`config.mk`:
```
export PLATFORM = sky130hd
export DESIGN_NAME = hbp_steering
export DESIGN_NICKNAME = d
export VERILOG_FILES = /design/src/rtl/hbp_pkg.sv /design/src/rtl/hbp_steering.sv
export SDC_FILE = /design/constraint.sdc
export NUM_CORES = 1
export LEC_CHECK = 0
export CAP_MARGIN = 20
export CORE_ASPECT_RATIO = 0.5
export CORE_UTILIZATION = 27
export CTS_CLUSTER_DIAMETER = 100
export CTS_CLUSTER_SIZE = 30
export DETAILED_ROUTE_END_ITERATION = 12
export DONT_BUFFER_PORTS = 1
export HOLD_SLACK_MARGIN = 0.12
export PLACE_DENSITY = 0.37
export SLEW_MARGIN = 20
export SYNTH_ARGS = -nofsm -noshare
export SYNTH_HDL_FRONTEND = slang
export SYNTH_SLANG_ARGS = --single-unit
```
`constraint.sdc`:
```
create_clock -name clk -period 6.8 [get_ports clk]
set_clock_uncertainty 0.05 [all_clocks]
set_input_delay 1.7 -clock clk [delete_from_list [all_inputs] [get_ports clk]]
set_output_delay 1.7 -clock clk [all_outputs]
set_load 0.01 [all_outputs]
```
`src/rtl/hbp_pkg.sv`:
```
// package for the half-bridge pwm steering block
package hbp_pkg;
	localparam int CLK_MHZ = 125;
	// least dead-time floors, in picoseconds
	localparam int LEAD_FLOOR_PS = 4600;
	localparam int TRAIL_FLOOR_PS = 10010;
	localparam int LEAD_FLOOR_CYC =
		(LEAD_FLOOR_PS * CLK_MHZ + 999999) / 1000000;
	localparam int TRAIL_FLOOR_CYC =
		(TRAIL_FLOOR_PS * CLK_MHZ + 999999) / 1000000;
	// least sync pulse width, ns
	localparam int SYNC_MIN_NS = 15;
	localparam int SYNC_MIN_CYC = (SYNC_MIN_NS * CLK_MHZ + 999) / 1000;
	localparam int DT_W = 8;
	localparam int PER_W = 16;
	localparam logic [PER_W-1:0] PER_RESET = 16'h0000;
	localparam logic [7:0] ADDR_CTRL = 8'h00;
	localparam logic [7:0] ADDR_DEAD = 8'h04;
	localparam logic [7:0] ADDR_STAT = 8'h08;
	localparam logic [7:0] ADDR_PERIOD = 8'h0c;
	localparam logic [31:0] CTRL_RESET = 32'h0000_0000;
	localparam logic [31:0] DEAD_RESET = 32'h0000_0000;
	localparam int CTRL_RUN = 0;
	localparam int CTRL_SYNC_EN = 1;
	localparam int STAT_ENABLED = 0;

	typedef enum logic [2:0] {
		ST_IDLE = 3'b000,
		ST_LEAD = 3'b001,
		ST_ON = 3'b010,
		ST_TRAIL = 3'b011,
		ST_WAIT = 3'b100
	} hbp_state_t;

	typedef struct packed {
		logic highSideDrive;
		logic lowSideDrive;
		logic rectifierDriveA;
		logic rectifierDriveB;
	} hbp_drive_t;

	typedef struct packed {
		logic lineUvloLow;
		logic lineUvloStart;
		logic biasReady;
		logic refReady;
		logic hiccup;
		logic softStartLow;
		logic thermalTrip;
		logic thermalRelease;
	} hbp_status_t;
endpackage

```
`src/rtl/hbp_steering.sv`:
```
// half-bridge drive steering, dead-time and enable sequencing
`timescale 1ns/1ps
// Notes on behaviour
// - each drive output cycles once per two oscillator ticks
// - high and low pulses alternate, never overlapping, never repeated
// - sync slower than own period is ignored; internal timing continues
// - a qualifying sync rising edge starts a new oscillator period
// - on-time capped at half cycle minus lead and trail dead-times and one clock
// - without control current primaries run at maximum duty
// - rectifier B on, A off during whole high-side pulse
// - rectifier A on, B off during whole low-side pulse
// - both rectifiers on from the end of each trail dead-time until the next lead
// - rectifier A inverts high side, B inverts low side, plus dead-times
// - lead and trail dead-times programmable above fixed floors
// - no extra fixed dead-time is added beyond the floors
// - undervoltage or hiccup forces both rectifiers low
// - soft-start held low keeps both rectifiers high while drives are enabled
// - over-temperature enters standby, outputs and regulators off
// - thermal standby resets soft-start, restarts after release
// - bias regulator enabled only above start undervoltage level
// - reference enabled only after bias supply regulates
// - drives enabled when regulators ready, line sense high and run bit set
// - start-up regulator off once bias is raised externally
// - lead dead-time before each primary pulse, trail after it
module hbp_steering (
	input wire logic clk,
	input wire logic resetn,
	input wire logic clkEn,
	input wire logic oscTick,
	input wire logic freqSetInput,
	input wire logic pwmEnd,
	input wire logic controlCurrent,
	input wire logic restartTimerInput,
	input wire logic biasExternal,
	input wire hbp_pkg::hbp_status_t stat,
	input wire logic [7:0] avsAddress,
	input wire logic avsRead,
	input wire logic avsWrite,
	input wire logic [31:0] avsWriteData,
	input wire logic [3:0] avsByteEnable,
	output logic [31:0] avsReadData,
	output logic avsWaitRequest,
	output hbp_pkg::hbp_drive_t drive,
	output logic biasRegEnable,
	output logic refEnable,
	output logic startupRegEnable,
	output logic softStartDischarge
);
	import hbp_pkg::*;

	logic [31:0] ctrl;
	logic [31:0] dead;
	logic [PER_W-1:0] period;
	logic [PER_W-1:0] oscCount;
	logic [2:0] syncPipe;
	logic syncLevel;
	logic [PER_W-1:0] syncGap;
	logic [PER_W-1:0] tickSpan;
	logic [PER_W-1:0] spanEff;
	logic [PER_W-1:0] guardCyc;
	logic syncEdge;
	logic tick;
	logic phaseHigh;
	logic [DT_W:0] dtCount;
	hbp_state_t state;
	logic standby;
	logic outEnable;
	logic ackPending;
	logic [DT_W:0] leadCyc;
	logic [DT_W:0] trailCyc;
	logic [PER_W-1:0] halfLimit;
	logic [PER_W-1:0] onCount;
	logic syncOk;
	logic hiccup;
	hbp_drive_t next_drive;

	// floors plus programmed extension
	assign leadCyc = DT_W'(LEAD_FLOOR_CYC) + {1'b0, dead[DT_W-1:0]};
	assign trailCyc =
		DT_W'(TRAIL_FLOOR_CYC) + {1'b0, dead[8+DT_W-1:8]};
	assign hiccup = stat.hiccup | restartTimerInput;

	// bus slave: one wait cycle, then answer
	// frozen like all other state while clkEn is low
	always_ff @(posedge clk) begin
		if (!resetn) begin
			ackPending <= 1'b0;
		end else if (clkEn) begin
			ackPending <= (avsRead | avsWrite) & ~ackPending;
		end
	end
	assign avsWaitRequest = (avsRead | avsWrite) & ~ackPending;

	always_ff @(posedge clk) begin
		if (!resetn) begin
			ctrl <= CTRL_RESET;
			dead <= DEAD_RESET;
			period <= PER_RESET;
		end else if (clkEn && avsWrite && ackPending) begin
			for (int b = 0; b < 4; b++) begin
				if (avsByteEnable[b]) begin
					case (avsAddress)
					ADDR_CTRL: ctrl[b*8 +: 8] <= avsWriteData[b*8 +: 8];
					ADDR_DEAD: dead[b*8 +: 8] <= avsWriteData[b*8 +: 8];
					ADDR_PERIOD: begin
						if (b < 2) begin
							period[b*8 +: 8] <= avsWriteData[b*8 +: 8];
						end
					end
					default: ;
					endcase
				end
			end
		end
	end

	always_ff @(posedge clk) begin
		if (!resetn) begin
			avsReadData <= 32'h0000_0000;
		end else if (clkEn && avsRead && !ackPending) begin
			case (avsAddress)
			ADDR_CTRL: avsReadData <= ctrl;
			ADDR_DEAD: avsReadData <= dead;
			ADDR_STAT: avsReadData <= {19'h00000, stat, 1'b0, state,
				outEnable};
			ADDR_PERIOD: avsReadData <= {16'h0000, period};
			default: avsReadData <= 32'h0000_0000;
			endcase
		end
	end

	// sync pin: three stages, level moves when stages two and three agree
	always_ff @(posedge clk) begin
		if (!resetn) begin
			syncPipe <= 3'b000;
			syncLevel <= 1'b0;
		end else if (clkEn) begin
			syncPipe <= {syncPipe[1:0], freqSetInput};
			if (syncPipe[1] == syncPipe[2]) begin
				syncLevel <= syncPipe[2];
			end
		end
	end

	// sync edge only counts when it comes earlier than the free period
	assign syncOk = ctrl[CTRL_SYNC_EN] && syncGap < period;
	assign syncEdge = syncLevel == 1'b0 && syncPipe[2] == 1'b1
		&& syncPipe[1] == 1'b1;

	// cycles since the last sync edge, saturating; a slow source never wins
	always_ff @(posedge clk) begin
		if (!resetn) begin
			syncGap <= '1;
		end else if (clkEn) begin
			if (syncEdge) begin
				syncGap <= 16'h0001;
			end else if (syncGap != '1) begin
				syncGap <= syncGap + 16'h0001;
			end
		end
	end

	// period measure: free tick resets it; qualifying sync restarts period
	always_ff @(posedge clk) begin
		if (!resetn) begin
			oscCount <= '0;
		end else if (clkEn) begin
			if (tick) begin
				oscCount <= '0;
			end else begin
				oscCount <= oscCount + 16'h0001;
			end
		end
	end
	// measured tick spacing sizes the duty cap in every tick mode
	always_ff @(posedge clk) begin
		if (!resetn) begin
			tickSpan <= '0;
		end else if (clkEn && tick) begin
			tickSpan <= oscCount + 16'h0001;
		end
	end

	// pure tick input when period is zero, else internal free timing
	assign tick = (syncEdge && syncOk)
		|| (period == '0 ? oscTick : oscCount + 16'h0001 >= period);

	// lead, pulse and trail must fit one tick spacing, so the pulse
	// never exceeds half the output cycle less the lead time
	assign spanEff = (tickSpan != '0) ? tickSpan : period;
	assign guardCyc = {7'h00, leadCyc} + {7'h00, trailCyc} + 16'h0001;
	always_comb begin
		if (spanEff == '0) begin
			halfLimit = 16'hffff; // no spacing known yet
		end else if (spanEff > guardCyc + 16'h0001) begin
			halfLimit = spanEff - guardCyc;
		end else begin
			halfLimit = 16'h0001;
		end
	end

	// enable sequencing
	always_ff @(posedge clk) begin
		if (!resetn) begin
			standby <= 1'b0;
		end else if (clkEn) begin
			if (stat.thermalTrip) begin
				standby <= 1'b1;
			end else if (stat.thermalRelease) begin
				standby <= 1'b0;
			end
		end
	end
	// bias regulator needs the start-level line sense
	always_ff @(posedge clk) begin
		if (!resetn) begin
			biasRegEnable <= 1'b0;
		end else if (clkEn) begin
			biasRegEnable <= stat.lineUvloStart && !standby;
		end
	end

	// reference waits for the bias supply to regulate
	always_ff @(posedge clk) begin
		if (!resetn) begin
			refEnable <= 1'b0;
		end else if (clkEn) begin
			refEnable <= stat.biasReady && stat.lineUvloStart
				&& !standby;
		end
	end

	// an external bias supply lets the start-up regulator rest
	always_ff @(posedge clk) begin
		if (!resetn) begin
			startupRegEnable <= 1'b0;
		end else if (clkEn) begin
			startupRegEnable <= stat.lineUvloStart && !standby
				&& !biasExternal;
		end
	end

	// drives wait for both regulators, line sense and the run bit
	always_ff @(posedge clk) begin
		if (!resetn) begin
			outEnable <= 1'b0;
		end else if (clkEn) begin
			outEnable <= stat.biasReady && stat.refReady && !stat.lineUvloLow
				&& !standby && ctrl[CTRL_RUN];
		end
	end

	// soft-start stays discharged until the drives may run again
	always_ff @(posedge clk) begin
		if (!resetn) begin
			softStartDischarge <= 1'b1;
		end else if (clkEn) begin
			softStartDischarge <= standby || !outEnable || hiccup;
		end
	end

	// pulse sequencer: lead, on, trail, wait for next tick
	always_ff @(posedge clk) begin
		if (!resetn) begin
			state <= ST_IDLE;
			phaseHigh <= 1'b1;
			dtCount <= '0;
			onCount <= '0;
		end else if (clkEn) begin
			case (state)
			ST_IDLE: begin
				if (tick && outEnable) begin
					state <= ST_LEAD;
					dtCount <= '0;
				end
			end
			ST_LEAD: begin
				if (!outEnable) begin
					state <= ST_IDLE;
				end else if (dtCount + 9'h001 >= leadCyc) begin
					state <= ST_ON;
					onCount <= '0;
				end else begin
					dtCount <= dtCount + 9'h001;
				end
			end
			ST_ON: begin
				onCount <= onCount + 16'h0001;
				// comparator end flag or duty cap ends the pulse
				if (!outEnable || (pwmEnd && controlCurrent)
					|| onCount + 16'h0001 >= halfLimit
					|| tick) begin
					state <= ST_TRAIL;
					dtCount <= '0;
				end
			end
			ST_TRAIL: begin
				if (dtCount + 9'h001 >= trailCyc) begin
					state <= ST_WAIT;
					phaseHigh <= ~phaseHigh;
				end else begin
					dtCount <= dtCount + 9'h001;
				end
			end
			ST_WAIT: begin
				if (tick && outEnable) begin
					state <= ST_LEAD;
					dtCount <= '0;
				end else if (!outEnable) begin
					state <= ST_IDLE;
				end
			end
			default: state <= ST_IDLE;
			endcase
		end
	end

	// output steering from sequencer state
	always_comb begin
		next_drive = '0;
		next_drive.rectifierDriveA = 1'b1;
		next_drive.rectifierDriveB = 1'b1;
		case (state)
		ST_LEAD: begin
			// opposite rectifier drops ahead of the pulse
			next_drive.rectifierDriveA = !phaseHigh;
			next_drive.rectifierDriveB = phaseHigh;
		end
		ST_ON: begin
			next_drive.highSideDrive = phaseHigh;
			next_drive.lowSideDrive = !phaseHigh;
			next_drive.rectifierDriveA = !phaseHigh;
			next_drive.rectifierDriveB = phaseHigh;
		end
		ST_TRAIL: begin
			next_drive.rectifierDriveA = !phaseHigh;
			next_drive.rectifierDriveB = phaseHigh;
		end
		default: ;
		endcase
		if (!outEnable) begin
			next_drive.highSideDrive = 1'b0;
			next_drive.lowSideDrive = 1'b0;
			next_drive.rectifierDriveA = 1'b0;
			next_drive.rectifierDriveB = 1'b0;
		end
		if (stat.softStartLow && outEnable && !hiccup) begin
			next_drive.rectifierDriveA = 1'b1;
			next_drive.rectifierDriveB = 1'b1;
		end
		if (stat.lineUvloLow || hiccup || standby) begin
			next_drive.rectifierDriveA = 1'b0;
			next_drive.rectifierDriveB = 1'b0;
		end
	end

	// registered so the pins never glitch between states
	always_ff @(posedge clk) begin
		if (!resetn) begin
			drive <= '0;
		end else if (clkEn) begin
			drive <= next_drive;
		end
	end
endmodule // hbp_steering

```
* Word level (Yosys, flattened, before mapping)
Index checks and enable logic that the tools add are counted.
Word-level totals: flip-flop bits (word level) 204, logic and storage cells 168, output and inout bits 41
Cells by class: reductions and logical operators 64, bitwise gates (word level) 6, $add $sub $neg 10, multiplexer cells 32, equal/unequal tests 19, $lt $le $gt $ge 6
Operators with widths (count):
- $mux W16 | 8
- $pmux W32 S4 | 1
- $add A16 B1 Y16 const B | 3
- $mux W9 | 5
- $pmux W9 S4 | 1
- $reduce_and A3 Y1 | 11
- $ge A16 B16 Y1 | 2
- $logic_not A16 Y1 | 2
- $pmux W16 S2 | 1
- $logic_and A1 B1 Y1 | 21
- $mux W3 | 7
- $ge A9 B9 Y1 | 2
- $eq A8 B4 Y1 const B | 2
- $gt A16 B12 Y1 | 1
- $lt A16 B16 Y1 | 1
- $ne A16 B16 Y1 const B | 1
- $reduce_bool A16 Y1 | 1
- $sub A16 B11 Y16 | 1
- $pmux W3 S5 | 1
- $ne A2 B2 Y1 const B | 7
- $add A11 B1 Y12 const B | 1
- $add A10 B1 Y11 const B | 1
- $add A9 B9 Y10 | 1
- $add A1 B8 Y9 const A | 1
- 27 further kinds | 54

* Logic depth before layout (Yosys ltp)
Gate-level depths: netlist (run 1).
word-level depth 12, depth in mapped cells 32, gate-level depth less buffers 30

* Least setup slack after synthesis (run 1)
No wires, ideal clock.
path kind register -> register, start point reg dead[0], end point reg dtCount[6], data arrival time 5653 ps, setup slack 1026 ps, required time 6678 ps, clock period less this slack 5774 ps, stages on the path, launching flop included 30, library setup time 72 ps, cells stage by stage dfxtp_1 -> ha_1 -> xor2_1 -> ha_1 -> nor2b_1 -> o21ai_1 -> nand2b_1 -> a31oi_1 -> xnor2_1 -> or3_4 -> nor4_4 -> xnor2_1 -> ha_1 -> a21o_1 -> a21oi_1 -> inv_1 -> a211oi_1 -> o21ai_1 -> clkbuf_1 -> a21oi_1 -> ha_1 -> o21a_1 -> o21ai_1 -> a211oi_1 -> a221oi_1 -> o211a_1 -> o32a_1 -> nor3_1 -> buf_4 -> mux2i_1
On the way: word-level cells in the longest chain between the ends 12
Ends and longest elaborated chain:
- start, declared | RTL line hbp_steering.sv:52 | logic [31:0] dead;
- start signal, assigned by index | RTL line hbp_steering.sv:104 | ADDR_DEAD: dead[b*8 +: 8] <= avsWriteData[b*8 +: 8];
- $add A1 B8 Y9 (*) | RTL line hbp_steering.sv:78 | assign leadCyc = DT_W'(LEAD_FLOOR_CYC) + {1'b0, dead[DT_W-1:0]};
- $add A9 B9 Y10 | RTL line hbp_steering.sv:191 | assign guardCyc = {7'h00, leadCyc} + {7'h00, trailCyc} + 16'h0001;
- $add A10 B1 Y11 | RTL line hbp_steering.sv:191
- $add A11 B1 Y12 | RTL line hbp_steering.sv:195 | end else if (spanEff > guardCyc + 16'h0001) begin
- $gt A16 B12 Y1 | RTL line hbp_steering.sv:195
- $mux W16 | RTL line hbp_steering.sv:195
- $mux W16 | RTL line hbp_steering.sv:193 | if (spanEff == '0) begin
- $ge A16 B16 Y1 | RTL line hbp_steering.sv:291 | || onCount + 16'h0001 >= halfLimit
- $logic_or A1 B1 Y1 | RTL line hbp_steering.sv:291
- $logic_or A1 B1 Y1 | RTL line hbp_steering.sv:292 | || tick) begin
- $ne A2 B2 Y1 (no source line)
- $reduce_and A7 Y1 (no source line) (*)
- end signal, assigned | RTL line hbp_steering.sv:284 | dtCount <= dtCount + 9'h001;
- end signal, assigned | RTL line hbp_steering.sv:302 | dtCount <= dtCount + 9'h001;
- end, declared | RTL line hbp_steering.sv:64 | logic [DT_W:0] dtCount;
Every way passes the cells marked *; elsewhere a longest branch is shown, timed or not. A chain may end at the register's enable or synchronous reset.

* Worst setup path in the final report (run 1)
start point reg dead[1], end point reg dtCount[8]
Same word-level chain as after synthesis.

==> metrics.csv, run 1 <==
metric,value,unit
yosys.area_share.simple,20.4,%
ctsHoldBuffers,0,
leakagePower,5.41,nW
status,completed,
synth_xor_area_share,6.40,%
p_comb_share,20.3,%
core-area,0.0443,mm²
slew_viol_final,0,
area_growth,7.32,%
gp_congestion,0.811,
cts_tree,yes,
routed_via_density,5.11,
cts.htree.levels,1,
reg2reg_slack,570,ps
drive_gt1_share,4.69,%
post_cts_buffers,0,
powerDensity,198,mW/mm²
max_freq,0.160,GHz
num_antenna_cells,0,
portBuffers,0,
synthesis.nets,1613,
max_stage_delay,420,ps
finalWirelength,39300,µm
max_slew.worst_pin.slew,873,ps
antenna_left,0,
max-cap-violations,0,
syn_avg_cell_area,8.53,µm²
setup_violations,0,
startpoint,dead[1]$_SDFFE_PN0P_,
worst-r2r-cell-count,29,
drt_iter0_drc,694,
vias,10200,
cts_buffers,11,
top_level_ports,104,
tns,0,ps
first_pass_iters,5,
die_height,153,µm
critPathMostFrequentCell,ha_1,
grt_pass1_vias,9871,
netlist_instances,1447,
layout_setup_ws,567,ps
hold_viol_final,0,
hold_path.class,reg2reg,
synth_compound_area_share,13.7,%
ys_ff_latch,204,
finalPower,0.00262,W
clock_path_buffers,3,
ys.flop_type,dfxtp_1,
worstSetupEndpoint,dtCount[8]$_SDFFE_PN0P_,
reg2reg_to,dtCount[8]$_SDFFE_PN0P_,
worstReg2RegStart,dead[1]$_SDFFE_PN0P_,
period_share,91.7,%
rows,54,
cts_root_buf,clkbuf_16,
muxShareOfSynthArea,11.7,%
yosys_warnings,0,
synth_area_leaders,"dfxtp_1 (33%), ha_1 (10%), mux2i_1 (9.5%)",
worst_ep_required_time,7180,ps
initial_core_util,27.9,%
power_frac_clock,29.5,%
crit_type,reg2reg,
p_seq_share,50.2,%
die_width,304,µm
period_needed,6230,ps
drcViolationCount,0,
grt_overflow_total,0,
synth_fa_ha_area_share,10.6,%
dpl_worst_slack,373,ps
end_kind,flop,
num-nets-final,1570,
grt_pass1_wl,61000,µm
synth.distinct_cells,78,
wire_per_inst,19.7,µm
cp.arrival,6610,ps
max_slew_margin,41.8,%
slowest_stage,dfxtp_1,
power.share.switching,31.9,%
grtUsageTotal,16.7,%
synth_top_area_share,33.1,%
internal_power,0.00178,W
antenna_found_initial,2,
dieArea,0.0466,mm²
async_reset_ff_share,0,%
ys_seq_area_share,33.1,%
synth_top_area_cell,dfxtp_1,
ir_worst_vdd,0.000138,V
switchingPower,0.000835,W
dp_hpwl,29500,µm
synth_edf_count,0,
grt_max_degree,104,
synthesis.area,0.0123,mm²
path_max_fanout,15,
synth_top_family_by_area,simple AND/OR/NAND/NOR gates,
start_kind,flop,
clock_latency,500,ps
path_clk_slew,120,ps
cts.sinks,204,
-- cells in the final DEF, fill, tap and decap left out, types with 12 or more instances in the layout --
cell type / count
inv_1: 58
a21o_1: 16
dfxtp_1: 203
ha_1: 101
xnor2_1: 44
xor2_1: 37
nor3_1: 30
nand4_1: 12
nor4_1: 23
nand3_1: 53
o21ai_0: 45
and3_1: 16
mux2i_1: 117
a22oi_1: 26
nor2_1: 222
nor2b_1: 22
o21ai_1: 18
a211oi_1: 13
a21oi_1: 93
nand2_1: 84
-- power by group through the flow --
| stage | registers, W | logic (W) | clock network (W) |
|---|---|---|---|
| after floorplan | 0.00132 | 0.000445 | 0 |
| after global placement | 0.00134 | 0.000518 | 0 |
| after detailed placement | 0.00134 | 0.000530 | 0 |
| after CTS | 0.00131 | 0.000535 | 0.000806 |
| after global routing | 0.00132 | 0.000616 | 0.000850 |
| final | 0.00131 | 0.000533 | 0.000772 |
-- worst min path at each step --
stage / from / to / slack (ps) / depth (start not counted)
after global routing: oscCount[14]$_SDFFE_PN0P_ / oscCount[14]$_SDFFE_PN0P_ / 460 / 2
after CTS: dtCount[1]$_SDFFE_PN0P_ / dtCount[1]$_SDFFE_PN0P_ / 440 / 2
after floorplan: dtCount[8]$_SDFFE_PN0P_ / dtCount[8]$_SDFFE_PN0P_ / 400 / 2
after detailed placement: dtCount[1]$_SDFFE_PN0P_ / dtCount[1]$_SDFFE_PN0P_ / 430 / 2
after global placement: dtCount[8]$_SDFFE_PN0P_ / dtCount[8]$_SDFFE_PN0P_ / 410 / 2
final: dtCount[1]$_SDFFE_PN0P_ / dtCount[1]$_SDFFE_PN0P_ / 440 / 2
-- area by class of cell --
class	instances	area (µm²)
Fill cell	4695	31100
Multi-Input combinational cell	1117	7800
Sequential cell	204	4090
Tap cell	588	736
Clock buffer	11	275
Inverter	60	230
Timing Repair Buffer	10	72.6
Clock inverter	4	45.0
-- logic make-up (layout without fill, tap and decap cells) --
group,count (synthesis),count (layout)
adders and majority gates,104,104
muxes,129,129
xor gates and xnor gates,85,85
buffers and inverters,126,85
AOI/OAI and AO/OA,271,271
DFF,204,204
and+or+nand+nor,528,528
-- worst max-delay path, delay by kind of cell (launching register included) --
family	cells	cell delay (ps)
AO/OA/AOI/OAI	12	2070
XOR/XNOR	3	670
adder cells (fa/ha/maj)	4	1010
buffers and inverters	3	470
flip-flops	1	420
multiplexers	1	200
AND/OR/NAND/NOR	6	1260
-- what timing repair did --
item                                   CTS  global route
endpoints found under the hold margin    0             0
resized for setup                        0             9
setup endpoints to repair                0            10
-- Yosys cell counts (8+ instances only) --
cell type,count
o21ai_1,18
nor3_1,31
nand2_1,84
clkbuf_1,52
a21oi_1,94
nor2b_1,22
a211oi_1,13
o21a_1,9
nand2b_1,11
nand3b_1,10
nor2_1,223
nand4_1,12
dfxtp_1,204
xor2_1,38
mux2i_1,117
nor4_1,23
a22oi_1,26
buf_2,8
xnor2_1,44
a21o_1,16
o21ai_0,46
inv_1,58
and3_1,16
nand3_1,53
mux4_2,11
ha_1,101
-- layer usage --
layer	track usage [%]	wire length [µm]	vias up
met3	2.94	1710	33
met4	2.41	496	4
met2	25.9	16700	176
li1	-	-	5035
met1	24.3	20400	4935
met5	0	34	-
-- metrics by stage --
stage                     hold WS (ps)  instance area [µm²]  util (%)  std cells
after floorplan                    397                12300         -       1447
after global placement             413                12900      29.1       1978
after detailed placement           426                12900      29.1       1978
after CTS                          443                13200      29.8       1993
after global routing               464                13200      29.9       1994
final                              437                13200      29.9       1994
-- registers in the layout, indices dropped and copies added, names as in the netlist, 3 cells and up --
| register | cells |
|---|---|
| ctrl | 32 |
| syncGap | 16 |
| period | 16 |
| onCount | 16 |
| oscCount | 16 |
| syncPipe | 3 |
| dead | 32 |
| drive | 4 |
| avsReadData | 32 |
| state | 3 |
| dtCount | 9 |
| tickSpan | 16 |
Power figures use the tool's default switching activity.
==> run 2: changes to the inputs <==
Settings changed: CELL_PAD_IN_SITES_DETAIL_PLACEMENT set to 1, CELL_PAD_IN_SITES_GLOBAL_PLACEMENT set to 2, PLACE_DENSITY 0.37 to 0.56.
==> metrics.csv, run 2 (synthesis gave the netlist of run 1 again) <==
metric,value,unit,change
top_level_ports,104,,unchanged
area_growth,7.97,%,was 7.32%
path_clk_slew,120,ps,about the same
core-area,0.0443,mm²,unchanged
layout_setup_ws,496,ps,was 567 ps
wire_per_inst,21.5,µm,was 19.7 µm
fin_area,0.0133,mm²,was 0.0132 mm²
path_delay_family,compound AO/OA/AOI/OAI gates,,unchanged
reg_top3,"avsReadData (32), ctrl (32), dead (32)",,unchanged
power.share.switching,32.0,%,was 31.9%
num-nets-final,1573,,"was 1,570"
reg2reg_slack,500,ps,was 570 ps
die_height,153,µm,unchanged
hold_viol_final,0,,unchanged
max_stage_delay,440,ps,was 420 ps
finalNonFillerCells,1998,,"was 1,994"
worst_ep_required_time,7170,ps,was 7180 ps
crit_type,reg2reg,,unchanged
routed_via_density,5.20,,was 5.11
final_common_cell,nor2_1,,unchanged
die_width,304,µm,unchanged
vias,10400,,"was 10,200"
leakagePower,5.44,nW,was 5.41 nW
placed_cells,1981,,"was 1,978"
post_cts_buffers,0,,unchanged
max-cap-violations,0,,unchanged
placed_cell_area,0.0129,mm²,about the same
tns,0,ps,unchanged
cts_tree,yes,,unchanged
clock_latency,510,ps,was 500 ps
cts.sinks,204,,unchanged
cts_buffers,11,,unchanged
hold_path.class,reg2reg,,unchanged
period_needed,6300,ps,was 6230 ps
dp_hpwl,33000,µm,"was 29,500 µm"
switchingPower,0.000855,W,was 0.000835 W
busiest_layer,met2,,unchanged
clock_path_buffers,3,,unchanged
p_seq_share,49.1,%,was 50.2%
start_kind,flop,,unchanged
ctsHoldBuffers,0,,unchanged
rsz0062_at_grt,no,,
end_kind,flop,,unchanged
drt_iter0_drc,521,,was 694
grt_max_degree,117,,was 104
path_buf_inv,5,,was 3
grt_pass1_wl,66100,µm,"was 61,000 µm"
grt_overflow_total,0,,unchanged
finalPower,0.00267,W,was 0.00262 W
max_slew_margin,33.9,%,was 41.8%
final_cell_mix,"nor2_1 (223), dfxtp_1 (199), mux2i_1 (117), ha_1 (100), a21oi_1 (93)",,"was nor2_1 (222), dfxtp_1 (203), mux2i_1 (117), ha_1 (101), a21oi_1 (93)"
grtUsageTotal,18.3,%,was 16.7%
met3_usage,4.44,%,was 2.94%
first_pass_iters,4,,was 5
slowest_stage,fa_1,,was dfxtp_1
multi_input_area,0.00783,mm²,was 0.00780 mm²
gp_congestion,0.834,,was 0.811
finalWirelength,43100,µm,"was 39,300 µm"
cts_root_buf,clkbuf_16,,unchanged
slew_viol_final,0,,unchanged
portBuffers,0,,unchanged
status,completed,,unchanged
max_freq,0.159,GHz,was 0.160 GHz
powerDensity,201,mW/mm²,was 198 mW/mm²
use_met2,29.0,%,was 25.9%
critPathMostFrequentCell,o21ai_1,,was ha_1
setup_violations,0,,unchanged
max_slew.worst_pin.slew,985,ps,was 873 ps
antenna_found_initial,2,,unchanged
dpl_worst_slack,93.5,ps,was 373 ps
path_max_fanout,15,,unchanged
rows,54,,unchanged
seqCellArea,0.00409,mm²,about the same
dieArea,0.0466,mm²,unchanged
period_share,92.7,%,was 91.7%
internal_power,0.00182,W,was 0.00178 W
p_comb_share,20.3,%,about the same
met1_usage,25.5,%,was 24.3%
post_cts_resized,0,,unchanged
nFillCells,5206,,"was 4,695"
drcViolationCount,0,,unchanged
power_frac_clock,30.7,%,was 29.5%
grt_pass1_vias,10800,,"was 9,871"
antenna_left,0,,unchanged
initial_core_util,27.9,%,unchanged
drive_gt1_share,5.33,%,was 4.69%
cp.arrival,6670,ps,was 6610 ps
cts.htree.levels,1,,unchanged
ir_worst_vdd,0.000132,V,was 0.000138 V
[run 2: cell types whose count changed in the layout (fill, tap and decap cells not counted), moves of 2 or more]
cell and delta:
diode_2 +2, buf_4 +3, dfxtp_2 +4, dfxtp_1 -4
[run 2: final timing paths]
| kind | startpoint | to | cells past startpoint |
|---|---|---|---|
| max | dead[1]$_SDFFE_PN0P_ | dtCount[6]$_SDFFE_PN0P_ | 30 |
| min | dtCount[8]$_SDFFE_PN0P_ | dtCount[8]$_SDFFE_PN0P_ | 2 |
| max reg2reg | dead[1]$_SDFFE_PN0P_ | dtCount[6]$_SDFFE_PN0P_ | 30 |
| min reg2reg | dtCount[8]$_SDFFE_PN0P_ | dtCount[8]$_SDFFE_PN0P_ | 2 |
[run 2: worst reg2reg max path, delay by kind of cell (launching register included)]
kind	cells	cell delay (ps)
AO/OA/AOI/OAI	14	2480
XOR/XNOR	1	150
adder cells (fa/ha/maj)	4	1300
buffers and inverters	5	650
flip-flops	1	360
multiplexers	1	220
AND/OR/NAND/NOR	5	1010
[run 2: layout make-up]
| cell class | count | area share [%] |
|---|---|---|
| Antenna cell | 2 | 0.0376 |
| Clock buffer | 11 | 2.07 |
| Clock inverter | 3 | 0.498 |
| Inverter | 60 | 1.73 |
| Multi-Input combinational cell | 1117 | 58.7 |
| Sequential cell | 204 | 30.7 |
| Tap cell | 588 | 5.52 |
| Timing Repair Buffer | 13 | 0.713 |
[run 2: power groups by stage]
stage	clock network, W	logic [W]	registers (W)
3_5_place_dp	0	0.000545	0.00134
2_1_floorplan	0	0.000445	0.00132
3_3_place_gp	0	0.000526	0.00134
5_1_grt	0.000901	0.000623	0.00132
6_report	0.000819	0.000543	0.00131
4_1_cts	0.000861	0.000550	0.00131
[run 2: layer usage]
metal	wire, µm	up-vias
met5	13	-
li1	-	5043
met3	2120	34
met4	554	2
met2	18700	135
met1	21600	5173
[run 2: metrics by stage]
step	utilization [%]	hold WS, ps
after floorplan	-	397
after global placement	29.1	405
after detailed placement	29.1	427
after CTS	29.9	442
after global routing	30.1	464
final	30.1	439
==> run 3: changes to the inputs <==
Settings changed: REMOVE_ABC_BUFFERS set to 1.
==> metrics.csv, run 3 (synthesis gave the netlist of run 1 again) <==
metric,value,unit,change
status,completed,,unchanged
max-cap-violations,0,,unchanged
max_slew.worst_pin.slew,861,ps,was 985 ps
grt_overflow_total,0,,unchanged
hold_path.class,reg2reg,,unchanged
path_max_fanout,15,,unchanged
crit_type,reg2reg,,unchanged
path_clk_slew,120,ps,about the same
grt_max_degree,77,,was 117
drcViolationCount,0,,unchanged
ir_worst_vdd,0.000123,V,was 0.000132 V
hold_viol_final,0,,unchanged
period_share,92.5,%,was 92.7%
final_cell_mix,"nor2_1 (223), dfxtp_1 (202), mux2i_1 (117), ha_1 (100), a21oi_1 (92)",,"was nor2_1 (223), dfxtp_1 (199), mux2i_1 (117), ha_1 (100), a21oi_1 (93)"
slowest_stage,dfxtp_1,,was fa_1
powerDensity,204,mW/mm²,was 201 mW/mm²
first_pass_iters,5,,was 4
period_needed,6290,ps,was 6300 ps
end_kind,flop,,unchanged
critPathMostFrequentCell,ha_1,,was o21ai_1
routed_via_density,5.16,,was 5.20
cts_root_buf,clkbuf_16,,unchanged
cts_tree,yes,,unchanged
start_kind,flop,,unchanged
dieArea,0.0466,mm²,unchanged
grt_pass1_wl,65000,µm,"was 66,100 µm"
finalPower,0.00274,W,was 0.00267 W
initial_core_util,27.9,%,unchanged
max_slew_margin,42.5,%,was 33.9%
drt_iter0_drc,541,,was 521
num_antenna_cells,0,,was 2
reg2reg_slack,510,ps,was 500 ps
portBuffers,0,,unchanged
worst_ep_required_time,7170,ps,about the same
die_width,304,µm,unchanged
final_common_cell,nor2_1,,unchanged
multi_input_area,0.00782,mm²,was 0.00783 mm²
cts.htree.levels,1,,unchanged
clock_latency,500,ps,was 510 ps
grt_pass1_vias,10700,,"was 10,800"
setup_violations,0,,unchanged
gp_congestion,0.814,,was 0.834
core-area,0.0443,mm²,unchanged
area_growth,8.41,%,was 7.97%
vias,10300,,"was 10,400"
max_stage_delay,470,ps,was 440 ps
die_height,153,µm,unchanged
ctsHoldBuffers,0,,unchanged
placed_cell_area,0.0129,mm²,about the same
grtUsageTotal,17.9,%,was 18.3%
drive_gt1_share,5.38,%,was 5.33%
rows,54,,unchanged
antenna_left,0,,unchanged
cts_buffers,12,,was 11
dpl_worst_slack,262,ps,was 93.5 ps
max_freq,0.159,GHz,about the same
num-nets-final,1575,,"was 1,573"
clock_path_buffers,3,,unchanged
fin_area,0.0134,mm²,was 0.0133 mm²
nFillCells,5167,,"was 5,206"
seqCellArea,0.00409,mm²,about the same
wire_per_inst,21.0,µm,was 21.5 µm
reg_top3,"avsReadData (32), ctrl (32), dead (32)",,unchanged
final_util,30.2,%,was 30.1%
antenna_found_initial,1,,was 2
layout_setup_ws,508,ps,was 496 ps
slew_viol_final,0,,unchanged
cp.arrival,6660,ps,was 6670 ps
top_level_ports,104,,unchanged
cts.sinks,204,,unchanged
leakagePower,5.47,nW,was 5.44 nW
finalWirelength,41900,µm,"was 43,100 µm"
dp_hpwl,31500,µm,"was 33,000 µm"
==> run 3: area by class of cell <==
type                    instances  share of cell area, %
clock buffers                  14                   2.53
inverters                      60                   1.72
flip-flops and latches        204                   30.6
clock inverters                 4                  0.505
multi-input cells            1117                   58.4
well taps                     588                   5.50
repair buffers                 14                  0.767
==> run 3: per-layer routing <==
layer  wire [µm]  track usage [%]  vias up
li1            -                -     5047
met4         587             2.60        0
met5           0                0        -
met1       22100             26.1     5134
met2       18200             28.2      114
met3        1080             2.52       33
==> run 3: critical path: cells and delay by family, from the launching register on <==
kind / cells / cell delay, ps
mux: 1 / 190
fa+ha+maj: 4 / 1110
xor+xnor: 3 / 460
flops: 1 / 470
compound gates: 13 / 2370
simple gates: 4 / 1020
buf+inv: 3 / 490
==> run 3: power breakdown <==
group | switching, W | total (W) | internal, W
registers | 0.0000682 | 0.00131 | 0.00125
clock network | 0.000486 | 0.000867 | 0.000381
logic | 0.000329 | 0.000555 | 0.000226
total | 0.000883 | 0.00274 | 0.00185
==> run 3: path summary, 6_finish.rpt <==
check	startpoint	endpoint	cells past startpoint
setup reg to reg	dead[10]$_SDFFE_PN0P_	dtCount[7]$_SDFFE_PN0P_	28
hold reg to reg	dtCount[8]$_SDFFE_PN0P_	dtCount[8]$_SDFFE_PN0P_	2
hold / removal	dtCount[8]$_SDFFE_PN0P_	dtCount[8]$_SDFFE_PN0P_	2
setup / recovery	dead[10]$_SDFFE_PN0P_	dtCount[7]$_SDFFE_PN0P_	28
==> run 3: per-stage QoR <==
step	setup TNS, ps	hold WS (ps)	std cells
after floorplan	0	397	1381
after global placement	0	404	1982
after detailed placement	0	425	1982
after CTS	0	440	2000
after global routing	-15.0	475	2001
final	0	432	2001
==> run 3: timing repair <==
item                       4_1_cts  5_1_grt
setup buffers                    0        0
setup endpoints to repair        0       12
gates resized for setup          0       15
